--- src/include/secr_defines.svh ---
// Purpose: Offsets, field positions, reset values and timing counts of the command register
// Assumes: Included by its bare name
// Notes:   Word offsets are byte addresses on the APB
`ifndef SECR_DEFINES_SVH
`define SECR_DEFINES_SVH

`define SECR_OFS_CMD_W0       12'h000
`define SECR_OFS_CMD_W1       12'h004
`define SECR_OFS_CMD_W2       12'h008
`define SECR_OFS_STATUS       12'h00C

`define SECR_BIT_SOFT_RESET   0
`define SECR_BIT_OUT_ENABLE   1
`define SECR_POS_TABLE_SIZE   2
`define SECR_POS_HIT_DELAY    4
`define SECR_BIT_CASC_TAIL    7
`define SECR_BIT_SRAM_TAIL    8
`define SECR_POS_PART_CFG     9
`define SECR_USED_BITS        25

`define SECR_RST_TABLE_SIZE   2'h1
`define SECR_RST_HIT_DELAY    3'h0
`define SECR_RST_CMD          72'h000000000000000004

`define SECR_SOFT_RESET_CYC   4'h8
`define SECR_SRAM_IDLE_ADDR   24'hFFFFFF

`define SECR_LAT_1DEV         4'h4
`define SECR_LAT_8DEV         4'h5
`define SECR_LAT_31DEV        4'h6

`define SECR_STS_BASE_LAT     0
`define SECR_STS_TOTAL_LAT    4
`define SECR_STS_RESET_BUSY   8
`define SECR_STS_BAD_SIZE     9

`endif

--- src/logic/_unused_guard.sv ---
`timescale 1ns/10ps

--- src/include/secr_pkg.sv ---
// Purpose: Types shared by the command register block
// Assumes: Nothing
// Notes:   Constants live in secr_defines.svh
package secr_pkg;
  typedef logic [71:0] secr_cmd_type;
  typedef logic [3:0]  secr_lat_type;
  typedef enum logic [1:0] {
    SECR_PART_72,
    SECR_PART_144,
    SECR_PART_288,
    SECR_PART_SLEEP
  } secr_part_mode_type;
endpackage : secr_pkg

--- src/logic/secr_delay_line.sv ---
// Purpose: Flop delay line with a selectable tap
// Assumes: tap = delay in cycles minus one
// Notes:   Taps beyond the last stage clamp to it
`timescale 1ns/10ps
module secr_delay_line #(
  parameter int W     = 1,
  parameter int DEPTH = 13
) (
  // Clock and reset
  input  wire logic          clk,
  input  wire logic          rstn,
  input  wire logic          clr,
  // Data
  input  wire logic [W-1:0]  din,
  input  wire logic [3:0]    tap,
  output logic      [W-1:0]  dout
);
  logic [W-1:0] stage_ff [DEPTH];
  wire  [3:0]   tap_lim = (tap > 4'(DEPTH - 1)) ? 4'(DEPTH - 1) : tap;

  genvar g;
  generate
    for (g = 0; g < DEPTH; g++) begin : g_stage
      always_ff @(posedge clk or negedge rstn) begin
        if (!rstn) begin
          stage_ff[g] <= '0;
        end else if (clr) begin
          stage_ff[g] <= '0;
        end else begin
          stage_ff[g] <= (g == 0) ? din : stage_ff[(g == 0) ? 0 : g - 1];
        end
      end
    end
  endgenerate

  assign dout = stage_ff[tap_lim];
endmodule : secr_delay_line

--- src/logic/secr_command_reg.sv ---
// Purpose: Command and configuration register of a cascadable search device, with its effects
// Assumes: APB slave, zero wait states; datapath events arrive as one-cycle requests
// Notes:   The 72-bit register spans three APB words; the third word is all reserved
//
// Overview of operation
// - Writing soft reset starts eight-cycle internal reset
// - Soft reset bit clears after the pulse
// - Disabled: SRAM bus and hit outputs undriven
// - Disabled: cascade outputs zero, data bus input
// - Normal speed: table size gives latency 4/5/6
// - High speed: table size gives latency 5/6
// - Latency applies to searches and SRAM accesses
// - Hit delay field adds 0-7 cycles
// - Cascade tail drives misses as flag0 valid1
// - Cascade tail drives idle cycles as zero
// - SRAM tail drives idle bus ones, strobes high
// - Only SRAM tail drives the output-enable strobe
// - Eight partitions, two-bit width or sleep code
// - Partition codes in consecutive slices from bit 9
// - Register is 72 bits, top bits reserved
`timescale 1ns/10ps
`include "secr_defines.svh"
module secr_command_reg #(
  parameter int DELAY_DEPTH = 13,
  parameter int SRAM_AW     = 24
) (
  // Clock and reset
  input  wire logic                   clk,
  input  wire logic                   rstn,
  // APB slave
  input  wire logic                   psel,
  input  wire logic                   penable,
  input  wire logic                   pwrite,
  input  wire logic [11:0]            paddr,
  input  wire logic [31:0]            pwdata,
  input  wire logic [3:0]             pstrb,
  output logic      [31:0]            prdata,
  output logic                        pready,
  output logic                        pslverr,
  // Device strap
  input  wire logic                   high_speed,
  // Search datapath
  input  wire logic                   search_req,
  input  wire logic                   search_local_hit,
  output logic                        hit_flag,
  output logic                        hit_flag_oe,
  output logic                        hit_valid,
  output logic                        hit_valid_oe,
  // Local SRAM access requests
  input  wire logic                   sram_req,
  input  wire logic                   sram_we,
  input  wire logic [SRAM_AW-1:0]     sram_addr,
  input  wire logic                   peer_sram_drive,
  input  wire logic                   peer_sram_read,
  output logic                        sram_ack,
  // SRAM bus
  output logic      [SRAM_AW-1:0]     sram_addr_out,
  output logic                        sram_addr_oe,
  output logic                        sram_ce_n,
  output logic                        sram_we_n,
  output logic                        sram_ale_n,
  output logic                        sram_strobe_oe,
  output logic                        sram_oe_n,
  output logic                        sram_oe_n_oe,
  // Cascade link and data bus
  input  wire logic [1:0]             cascade_local_req,
  input  wire logic [2:0]             cascade_block_req,
  output logic      [1:0]             cascade_local_out,
  output logic      [2:0]             cascade_block_out,
  input  wire logic                   dq_drive_req,
  output logic                        dq_oe,
  // Configuration to the array
  output secr_pkg::secr_part_mode_type part_mode [8],
  output logic      [7:0]             part_sleep,
  output logic                        soft_reset_busy
);
  import secr_pkg::*;

  ////////////////////////////////////////////////////////////////////////////////
  // Helpers

  function automatic logic [31:0] strb_merge(input logic [31:0] old_v,
                                             input logic [31:0] new_v,
                                             input logic [3:0]  strb);
    logic [31:0] r;
    r = old_v;
    for (int i = 0; i < 4; i++) begin
      if (strb[i]) begin
        r[8*i +: 8] = new_v[8*i +: 8];
      end
    end
    return r;
  endfunction : strb_merge

  // Reserved code 11 falls back to the deepest latency so a misprogrammed part stays slow
  function automatic secr_lat_type base_latency(input logic hs, input logic [1:0] size);
    secr_lat_type r;
    r = `SECR_LAT_31DEV;
    if (!hs) begin
      case (size)
        2'h0:    r = `SECR_LAT_1DEV;
        2'h1:    r = `SECR_LAT_8DEV;
        default: r = `SECR_LAT_31DEV;
      endcase
    end else begin
      case (size)
        2'h0:    r = `SECR_LAT_8DEV;
        2'h1:    r = `SECR_LAT_8DEV;
        default: r = `SECR_LAT_31DEV;
      endcase
    end
    return r;
  endfunction : base_latency

  ////////////////////////////////////////////////////////////////////////////////
  // APB decode

  logic [`SECR_USED_BITS-1:0] cmd_ff;
  logic [`SECR_USED_BITS-1:0] nxt_cmd;
  logic [3:0]                 rst_cnt_ff;
  logic [3:0]                 nxt_rst_cnt;

  wire apb_access  = psel & penable;
  wire apb_wr      = apb_access & pwrite;
  wire hit_w0      = (paddr == `SECR_OFS_CMD_W0);
  wire hit_w1      = (paddr == `SECR_OFS_CMD_W1);
  wire hit_w2      = (paddr == `SECR_OFS_CMD_W2);
  wire hit_sts     = (paddr == `SECR_OFS_STATUS);
  wire addr_mapped = hit_w0 | hit_w1 | hit_w2 | hit_sts;
  wire in_reset    = (rst_cnt_ff != 4'h0);

  assign pready  = 1'b1;
  assign pslverr = apb_access & ~addr_mapped;

  ////////////////////////////////////////////////////////////////////////////////
  // Command register and soft reset

  wire [31:0] w0_merged = strb_merge({7'h00, cmd_ff}, pwdata, pstrb);
  wire        w0_write  = apb_wr & hit_w0 & ~in_reset;
  wire        soft_reset_bit_go   = w0_write & w0_merged[`SECR_BIT_SOFT_RESET];

  // Reserved bits 71:25 have no storage, so words 1 and 2 drop writes
  assign nxt_cmd = (in_reset | soft_reset_bit_go) ? `SECR_USED_BITS'(`SECR_RST_CMD)
                 : w0_write            ? {w0_merged[`SECR_USED_BITS-1:1], 1'b0}
                 : cmd_ff;

  // Count runs eight cycles; the stored bit itself never holds the one
  assign nxt_rst_cnt = soft_reset_bit_go  ? `SECR_SOFT_RESET_CYC
                     : in_reset ? rst_cnt_ff - 4'h1
                     : 4'h0;

  always_ff @(posedge clk or negedge rstn) begin
    if (!rstn) begin
      cmd_ff     <= `SECR_USED_BITS'(`SECR_RST_CMD);
      rst_cnt_ff <= 4'h0;
    end else begin
      cmd_ff     <= nxt_cmd;
      rst_cnt_ff <= nxt_rst_cnt;
    end
  end

  assign soft_reset_busy = in_reset;

  wire       out_en     = cmd_ff[`SECR_BIT_OUT_ENABLE];
  wire [1:0] table_size = cmd_ff[`SECR_POS_TABLE_SIZE +: 2];
  wire [2:0] hit_delay  = cmd_ff[`SECR_POS_HIT_DELAY +: 3];
  wire       casc_tail  = cmd_ff[`SECR_BIT_CASC_TAIL];
  wire       sram_tail  = cmd_ff[`SECR_BIT_SRAM_TAIL];

  ////////////////////////////////////////////////////////////////////////////////
  // Read data

  wire secr_lat_type lat_base  = base_latency(high_speed, table_size);
  wire secr_lat_type lat_total = lat_base + {1'b0, hit_delay};
  wire               bad_size  = (table_size == 2'h3) | (high_speed & (table_size == 2'h0));

  wire [31:0] sts_word = ({28'h0, lat_base} << `SECR_STS_BASE_LAT)
                       | ({28'h0, lat_total} << `SECR_STS_TOTAL_LAT)
                       | ({31'h0, in_reset} << `SECR_STS_RESET_BUSY)
                       | ({31'h0, bad_size} << `SECR_STS_BAD_SIZE);

  // Soft reset bit reads one while the pulse runs, zero once it completes
  wire [31:0] w0_word  = {7'h00, cmd_ff[`SECR_USED_BITS-1:1], in_reset};
  wire [31:0] rd_word  = hit_w0  ? w0_word
                       : hit_sts ? sts_word
                       : 32'h0000_0000;

  // Captured in the setup phase so the access phase presents a settled word
  always_ff @(posedge clk or negedge rstn) begin
    if (!rstn) begin
      prdata <= 32'h0000_0000;
    end else if (psel & ~penable & ~pwrite) begin
      prdata <= rd_word;
    end
  end

  ////////////////////////////////////////////////////////////////////////////////
  // Partition configuration

  genvar p;
  generate
    for (p = 0; p < 8; p++) begin : g_part
      wire [1:0] code = cmd_ff[`SECR_POS_PART_CFG + 2*p +: 2];
      assign part_mode[p]  = secr_part_mode_type'(code);
      assign part_sleep[p] = (code == 2'h3);
    end
  endgenerate

  ////////////////////////////////////////////////////////////////////////////////
  // Latency pipelines

  // Latency follows the register live; software must not change it mid-traffic
  wire [3:0] tap_hit  = lat_total - 4'h1;
  wire [3:0] tap_sram = lat_base - 4'h1;

  wire [2:0] hit_pipe_out;
  wire       d_search = hit_pipe_out[0];
  wire       d_hit    = hit_pipe_out[1];
  wire       d_rdack  = hit_pipe_out[2];

  secr_delay_line #(
    .W     (3),
    .DEPTH (DELAY_DEPTH)
  ) u_hit_pipe (
    .clk  (clk),
    .rstn (rstn),
    .clr  (in_reset),
    .din  ({sram_req & ~sram_we, search_req & search_local_hit, search_req}),
    .tap  (tap_hit),
    .dout (hit_pipe_out)
  );

  wire [SRAM_AW+1:0] sram_pipe_out;
  wire               d_sram_req  = sram_pipe_out[0];
  wire               d_sram_we   = sram_pipe_out[1];
  wire [SRAM_AW-1:0] d_sram_addr = sram_pipe_out[SRAM_AW+1:2];

  secr_delay_line #(
    .W     (SRAM_AW + 2),
    .DEPTH (DELAY_DEPTH)
  ) u_sram_pipe (
    .clk  (clk),
    .rstn (rstn),
    .clr  (in_reset),
    .din  ({sram_addr, sram_we, sram_req}),
    .tap  (tap_sram),
    .dout (sram_pipe_out)
  );

  ////////////////////////////////////////////////////////////////////////////////
  // Hit outputs

  wire local_win = d_search & d_hit;
  // A non-tail device lets the line float unless it wins
  assign hit_flag_oe  = out_en & (casc_tail | local_win);
  assign hit_valid_oe = hit_flag_oe;
  assign hit_flag     = out_en & local_win;
  assign hit_valid    = out_en & d_search & (local_win | casc_tail);

  // Writes acknowledge at the base latency, reads with the extra hit delay
  assign sram_ack = out_en & ((d_sram_req & d_sram_we) | d_rdack);

  ////////////////////////////////////////////////////////////////////////////////
  // SRAM bus

  wire local_drive = out_en & d_sram_req;
  wire idle_drive  = out_en & sram_tail & ~d_sram_req & ~peer_sram_drive;

  assign sram_addr_oe   = local_drive | idle_drive;
  assign sram_strobe_oe = local_drive | idle_drive;
  assign sram_addr_out  = local_drive ? d_sram_addr : SRAM_AW'(`SECR_SRAM_IDLE_ADDR);
  assign sram_ce_n      = ~local_drive;
  assign sram_we_n      = ~(local_drive & d_sram_we);
  assign sram_ale_n     = ~local_drive;
  // Only the SRAM tail owns output enable, so it also tracks peer reads
  assign sram_oe_n_oe   = out_en & sram_tail;
  // Peer reads move this strobe too, so it toggles while this device is idle
  assign sram_oe_n      = ~((d_sram_req & ~d_sram_we) | peer_sram_read);

  ////////////////////////////////////////////////////////////////////////////////
  // Cascade link and data bus

  logic [1:0] casc_local_ff;
  logic [2:0] casc_block_ff;

  always_ff @(posedge clk or negedge rstn) begin
    if (!rstn) begin
      casc_local_ff <= 2'h0;
      casc_block_ff <= 3'h0;
    end else begin
      casc_local_ff <= (out_en & ~in_reset) ? cascade_local_req : 2'h0;
      casc_block_ff <= (out_en & ~in_reset) ? cascade_block_req : 3'h0;
    end
  end

  // Registered, so a fresh enable reaches the link one cycle later; clearing is immediate
  assign cascade_local_out = out_en ? casc_local_ff : 2'h0;
  assign cascade_block_out = out_en ? casc_block_ff : 3'h0;
  assign dq_oe             = out_en & dq_drive_req;

endmodule : secr_command_reg

--- config.mk ---
export PLATFORM = sky130hd
export DESIGN_NAME = secr_command_reg
export DESIGN_NICKNAME = d
export VERILOG_FILES = /design/src/logic/_unused_guard.sv /design/src/include/secr_pkg.sv /design/src/logic/secr_delay_line.sv /design/src/logic/secr_command_reg.sv
export VERILOG_INCLUDE_DIRS = /design/src /design/src/include
export SDC_FILE = /design/constraint.sdc
export NUM_CORES = 1
export LEC_CHECK = 0
export BUFFER_PORTS_ARGS = -buffer_cell sky130_fd_sc_hd__buf_4
export CAP_MARGIN = 20
export CORE_MARGIN = 2
export CORE_UTILIZATION = 31
export CTS_CLUSTER_SIZE = 12
export DETAILED_ROUTE_END_ITERATION = 8
export HOLD_SLACK_MARGIN = 0.08
export PLACE_DENSITY_LB_ADDON = 0.12
export SYNTH_ARGS = -nofsm -noshare
export SYNTH_HDL_FRONTEND = slang
export SYNTH_SLANG_ARGS = --single-unit
--- constraint.sdc ---
create_clock -name clk -period 6.24 [get_ports clk]
set_input_delay 0.624 -clock clk [delete_from_list [all_inputs] [get_ports clk]]
set_output_delay 0.624 -clock clk [all_outputs]
set_load 0.01 [all_outputs]
Word-level counts from Yosys, hierarchy flattened --
Cells that the tools add are included.
Word-level totals: input bits 90, register bits after elaboration 443, logic and storage cells 172, output and inout bits 101
Operators by class: reduce and logical (&&, ||, !) cells 13, add/sub/neg operators 4, order comparisons 4, equality and inequality tests 13, bitwise logic cells 51, muxes and demuxes 52
Operator list (count):
- two-way mux 26 bit | 15
- binary-select mux 26 bit (select 4 bit) | 1
- two-way mux 25 bit | 3
- two-way mux 3 bit | 17
- bitwise AND 1 bit | 26
- == test 12 x 4 -> 1 bit (second input constant) | 2
- two-way mux 24 bit | 1
- two-way mux 8 bit | 3
- two-way mux 4 bit | 5
- == test 2 bit (second input constant) | 9
- binary-select mux 3 bit (select 4 bit) | 1
- == test 12 x 3 -> 1 bit (second input constant) | 1
- zero test 12 bit | 1
- subtractor 4 x 1 -> 4 bit (second input constant) | 3
- inverter 1 bit | 11
- greater-or-equal comparator 5 bit (second input constant) | 2
- two-way mux 10 bit | 1
- inverter 4 -> 5 bit | 2
- bitwise OR 9 x 10 -> 10 bit | 1
- nonzero test 2 bit | 5
- bitwise OR 1 bit | 9
- bitwise OR 8 x 9 -> 9 bit | 1
- greater-than comparator 4 bit (second input constant) | 2
- bitwise OR 4 x 8 -> 8 bit | 1
- 9 further kinds | 14

Longest topological paths before layout --
depth in word-level cells 15, depth in mapped cells 16, mapped depth without buffers 12

By module --
A second synthesis with hierarchy kept.
Unflattened totals: cells, all modules 1506, area, all modules 18372.6 µm²
By module, submodules not included:
- secr_delay_line at u_sram_pipe | times used 1, sequential area each 8458.1 µm², cells an instance 1079, area each 13625.6 µm²
- secr_command_reg | times used 1, sequential area each 1452.6 µm², cells an instance 301, area each 3136.8 µm²
- secr_delay_line at u_hit_pipe | times used 1, sequential area each 975.9 µm², cells an instance 126, area each 1610.3 µm²

Least setup slack after synthesis --
OpenSTA, ideal clock, no wires.
path type in2out, start point input port high_speed, end point output port hit_valid_oe, stages on the path 15, data required time 5.616 ns, buffers on the path 5, arrival time 4.169 ns, path slack 1.447 ns, cells stage by stage nor2_1 nor2_1 buf_2 buf_2 ha_1 clkbuf_1 inv_1 ha_1 or4_1 o311a_1 buf_2 mux4_2 o2111a_1 a21o_1 buf_4
On the way: longest elaborated chain between the ends 12
Ends and longest elaborated chain:
- start: declaration | line secr_command_reg.sv:41 | input wire logic high_speed,
- two-way mux 4 bit (*) | line secr_command_reg.sv:99 | if (!hs) begin
- adder 4 x 3 -> 4 bit (*) | line secr_command_reg.sv:174 | wire secr_lat_type lat_total = lat_base + {1'b0, hit_delay};
- subtractor 4 x 1 -> 4 bit (*) | line secr_command_reg.sv:213 | wire [3:0] tap_hit = lat_total - 4'h1;
- greater-than comparator 4 bit | line secr_delay_line.sv:19 | wire [3:0] tap_lim = (tap > 4'(DEPTH - 1)) ? 4'(DEPTH - 1) : tap;
- two-way mux 4 bit (*) | line secr_delay_line.sv:19
- inverter 4 -> 5 bit (implied by the code) (*) | line secr_delay_line.sv:36 | assign dout = stage_ff[tap_lim];
- binary-select mux 3 bit (select 4 bit) (*) | line secr_delay_line.sv:36
- two-way mux 3 bit (implied by the code) (*) (2 in a row) | line secr_delay_line.sv:36
- bitwise AND 1 bit (*) | line secr_command_reg.sv:253 | wire local_win = d_search & d_hit;
- bitwise OR 1 bit (*) | line secr_command_reg.sv:255 | assign hit_flag_oe = out_en & (casc_tail | local_win);
- bitwise AND 1 bit (*) | line secr_command_reg.sv:255
- end: declaration | line secr_command_reg.sv:48 | output logic hit_valid_oe,
Every way passes the cells marked *; elsewhere a longest branch is shown, timed or not. The select of a mux whose other input is x is not followed.

Worst setup path in the final report --
start point register cmd_ff[2], end point output port hit_valid_oe
On the way: longest elaborated chain between the ends 15, elaborated cells between the ends (all ways) 17, classes of those cells 2 x add/sub; 1 x order compare; 1 x eq/ne; 7 x mux; 4 x bitwise; 2 x reduce/logical
Ends and longest elaborated chain:
- start: declaration | line secr_command_reg.sv:118 | logic [`SECR_USED_BITS-1:0] cmd_ff;
- start signal: assignment | line secr_command_reg.sv:154 | cmd_ff <= `SECR_USED_BITS'(`SECR_RST_CMD);
- start signal: assignment | line secr_command_reg.sv:157 | cmd_ff <= nxt_cmd;
- == test 2 x 1 -> 1 bit or zero test 2 bit (tied branches) | line secr_command_reg.sv:100, secr_command_reg.sv:106
- OR reduction 2 bit (no source line)
- two-way mux 2 bit | line secr_command_reg.sv:106 | case (size)
- two-way mux 4 bit (*) | line secr_command_reg.sv:99
- adder 4 x 3 -> 4 bit (*) | line secr_command_reg.sv:174
- subtractor 4 x 1 -> 4 bit (*) | line secr_command_reg.sv:213
- greater-than comparator 4 bit | line secr_delay_line.sv:19
- two-way mux 4 bit (*) | line secr_delay_line.sv:19
- inverter 4 -> 5 bit (implied by the code) (*) | line secr_delay_line.sv:36
- binary-select mux 3 bit (select 4 bit) (*) | line secr_delay_line.sv:36
- two-way mux 3 bit (implied by the code) (*) (2 in a row) | line secr_delay_line.sv:36
- bitwise AND 1 bit (*) | line secr_command_reg.sv:253
- bitwise OR 1 bit (*) | line secr_command_reg.sv:255
- bitwise AND 1 bit (*) | line secr_command_reg.sv:255
Marked as above.

==> flow_metrics.tcl <==
set metrics [dict create \
    p_int_w 0.003635 \
    cts_hold_buf 0 \
    cp_slowest_cell "xor2_1" \
    clock_skew_ps 8.262 \
    endpoint_kind "output pin" \
    setup_slack_ps 1271 \
    power.density_nw_per_um2 331.4 \
    power_switching_w 0.001615 \
    synth_area_per_cell_sq_um 12.16 \
    swShare_pct 30.76 \
    worstPathRequired_ps 5620 \
    finalPower_w 0.005249 \
    vdd_drop_max_v 0.0002238 \
    drt_iter0_markers 570 \
    io_buffer_count 175 \
    grt_use_met3_pct 2.390 \
    gp_congestion 0.7272 \
    maxSlewHeadroom_pct 27.93 \
    rr_startpoint "rst_cnt_ff[3]$_DFF_PN0_" \
    fp.dieW_um 208.8 \
    r2r_slack_ps 2810 \
    fmax_mhz 201.2 \
    synthToLayoutAreaGrowth_pct 21.89 \
    clock-root-buffer "clkbuf_16" \
    cts_setup_buffers 0 \
    numCtsBuffers 37 \
    slew_violations 0 \
    cp-start-kind "flop" \
    clk_pin_slew_ps 60 \
    cp.arrival_ps 4350 \
    ioPinCount 191 \
    clock_latency_ps 530 \
    globalRouteMet2Util_pct 21.69 \
    wl_per_cell_um 18.05 \
    ys_warn_count 0 \
    setup_viol 0 \
    min_path_type "primary input to asynchronous set/reset pin" \
    grt_setup_unrepaired "false" \
    antenna_found_initial 1 \
    period_minus_slack_ps 4969 \
    ys_seq_area_share_pct 58.74 \
    grt_max_degree 170 \
    die_area_sq_um 43580 \
    reg2reg_depth 7 \
    initial_core_util_pct 31.19 \
    floorplan.die.height_um 208.8 \
    firstDrtPassIters 5 \
    cts_sinks 305 \
    syn_inst 1069 \
    synth.distinct_cells 56 \
    grt_pass1_vias 8630 \
    maxCapViolCount 0 \
    core_area_sq_um 41670 \
    crit_type "flop to output pin" \
    syn_area_sq_um 13000 \
    fin_util_pct 38.02 \
    drc_errors 0 \
    async_flop_share_pct 100.0 \
    wirelength_um 31620 \
    yosys_register_bits 305 \
    seqPwrFrac_pct 41.0 \
    grt_pass1_wl_um 50870 \
    final_antenna_net_count 0 \
    status "complete, no violations" \
    post_cts_resized 0 \
    combPwrFrac_pct 17.6 \
    fin_nets 1280 \
    path_cells "nor2_1 > nor2_4 > ha_1 > fa_1 > inv_1 > ha_1 > xor2_1 > nand2_1 > o21ai_0 > nor2_1 > a311oi_2 > a21o_1 > buf_4" \
    worst_slew_pin_slew_ps 1081 \
    finalSetupTns_ps 0 \
    via_per_inst 4.805 \
    finalCritPeriodShare_pct 79.63 \
    grt_overflow 0 \
    busiest_layer "met1" \
    rows 75 \
    timing.rr.end "cmd_ff[12]$_DFFE_PN0P_" \
    grt_use_met1_pct 21.88 \
    grt.total_usage_pct 14.69 \
    critPathMaxStageDelay_ps 690 \
    htreeDepth 2 \
    cellLeakagePower_nw 8.398 \
    cts_tree "yes" \
    via_count 8418 \
    drive_gt1_share_pct 26.49 \
    synth_edf_count 0 \
    synth_flop_cell "dfrtp_1" \
    hold_viol_final 0 \
    place_worst_setup_slack_ps 1616 \
    p_clk_share_pct 41.4 \
    cts_buffer_depth 3 \
    path_max_fanout 12 \
    dpl.hpwl_um 18350 \
]
## final cells by class
cell class | count | area [sq um]
fillers | 4114 | 25820
flip-flops and latches | 305 | 7634
multi-input cells | 638 | 4801
repair buffers | 191 | 1454
clock buffers | 59 | 1119
well taps | 539 | 674.4
clock inverters | 9 | 120.1
inverters | 10 | 37.54
diodes | 1 | 2.502
## layout by cell type (no fill, tap or decap), drive strengths merged, types with 2 or more instances in the layout
cell type,netlist,layout
mux2i,35,35
ha,6,6
clkbuf,82,59
inv,10,13
nand2,111,111
a211oi,2,2
or4,3,3
nor4,2,2
o31ai,2,2
a221oi,7,7
a21o,3,3
and3,252,252
conb,2,8
bufinv,0,2
clkinv,0,3
and2,18,18
nor2b,7,7
xnor2,2,2
a311oi,2,2
nand3b,6,6
nor3,3,3
nand3,19,19
buf,40,191
xor2,4,4
o21ai,30,30
a21oi,14,14
nor2,29,29
dfrtp,304,304
mux4,55,55
## logic make-up (layout without fill, tap and decap cells)
logic type,count (synthesis),in the layout,share of synthesized area [%]
and+or+nand+nor,457,457,19.39
DFF,305,305,58.74
buffers and inverters,132,269,4.785
muxes,91,91,12.31
AOI/OAI and AO/OA,69,69,3.581
adders and majority gates,7,7,0.7317
xor gates and xnor gates,6,6,0.4043
other,2,9,0.05779
## sequential cells by signal, indices dropped and copies added, names as in the netlist
signal,flops
casc_local_ff,2
rst_cnt_ff,4
cmd_ff,24
u_sram_pipe.stage_ff,208
prdata,25
u_hit_pipe.stage_ff,39
casc_block_ff,3
## cell usage after synthesis, types with 14 or more instances
master / number / area [sq um]
mux4_2: 55 / 1239
and2_1: 18 / 112.6
nor2_1: 29 / 108.9
o21ai_1: 17 / 85.08
mux2i_1: 35 / 350.3
buf_4: 28 / 210.2
dfrtp_1: 304 / 7607
clkbuf_1: 82 / 307.8
a21oi_1: 14 / 70.07
nand2_1: 111 / 416.7
and3_1: 252 / 1577
nand3_1: 19 / 95.09
## through the flow
stage / hold slack [ps] / instances / area, sq um
after floorplan: 328.4 / 1075 / 13020
after global placement: 452.9 / 1683 / 14600
after detailed placement: 455.0 / 1683 / 14600
after CTS: 87.65 / 1751 / 15840
after global routing: 113.7 / 1752 / 15840
final: 71.86 / 1752 / 15840
## worst max-delay path by stage
stage / startpoint / endpoint / slack, ps / cells after the start
floorplan: high_speed / hit_valid_oe / 1450 / 15
global placement: high_speed / hit_valid_oe / 1610 / 14
detailed placement: high_speed / hit_flag_oe / 1620 / 14
CTS: cmd_ff[2]$_DFFE_PN1P_ / hit_flag_oe / 1260 / 13
global route: cmd_ff[2]$_DFFE_PN1P_ / hit_flag_oe / 910 / 13
finish: cmd_ff[2]$_DFFE_PN1P_ / hit_valid_oe / 1270 / 13
## power groups by stage
stage / clock (W) / sequential [W] / combinational, W
floorplan: 0 / 0.00216 / 0.000636
global placement: 0 / 0.00219 / 0.000932
detailed placement: 0 / 0.00219 / 0.000933
CTS: 0.00226 / 0.00216 / 0.000934
global route: 0.00234 / 0.00217 / 0.00103
finish: 0.00217 / 0.00215 / 0.000922
## worst max-delay path, delay by kind of cell (launching register included)
family	cells	cell delay, ps
adders and majority gates	3	1010
buffers and inverters	2	260
xor gates and xnor gates	1	690
DFF	1	560
AOI/OAI and AO/OA	3	780
and+or+nand+nor	4	490
## layer usage
| layer | up-vias | routed length (um) |
|---|---|---|
| li1 | 3963 | - |
| met1 | 4276 | 15770 |
| met2 | 134 | 14180 |
| met3 | 45 | 932 |
| met4 | 0 | 748 |
| met5 | - | 0 |
(Power assumes the default switching activity.)
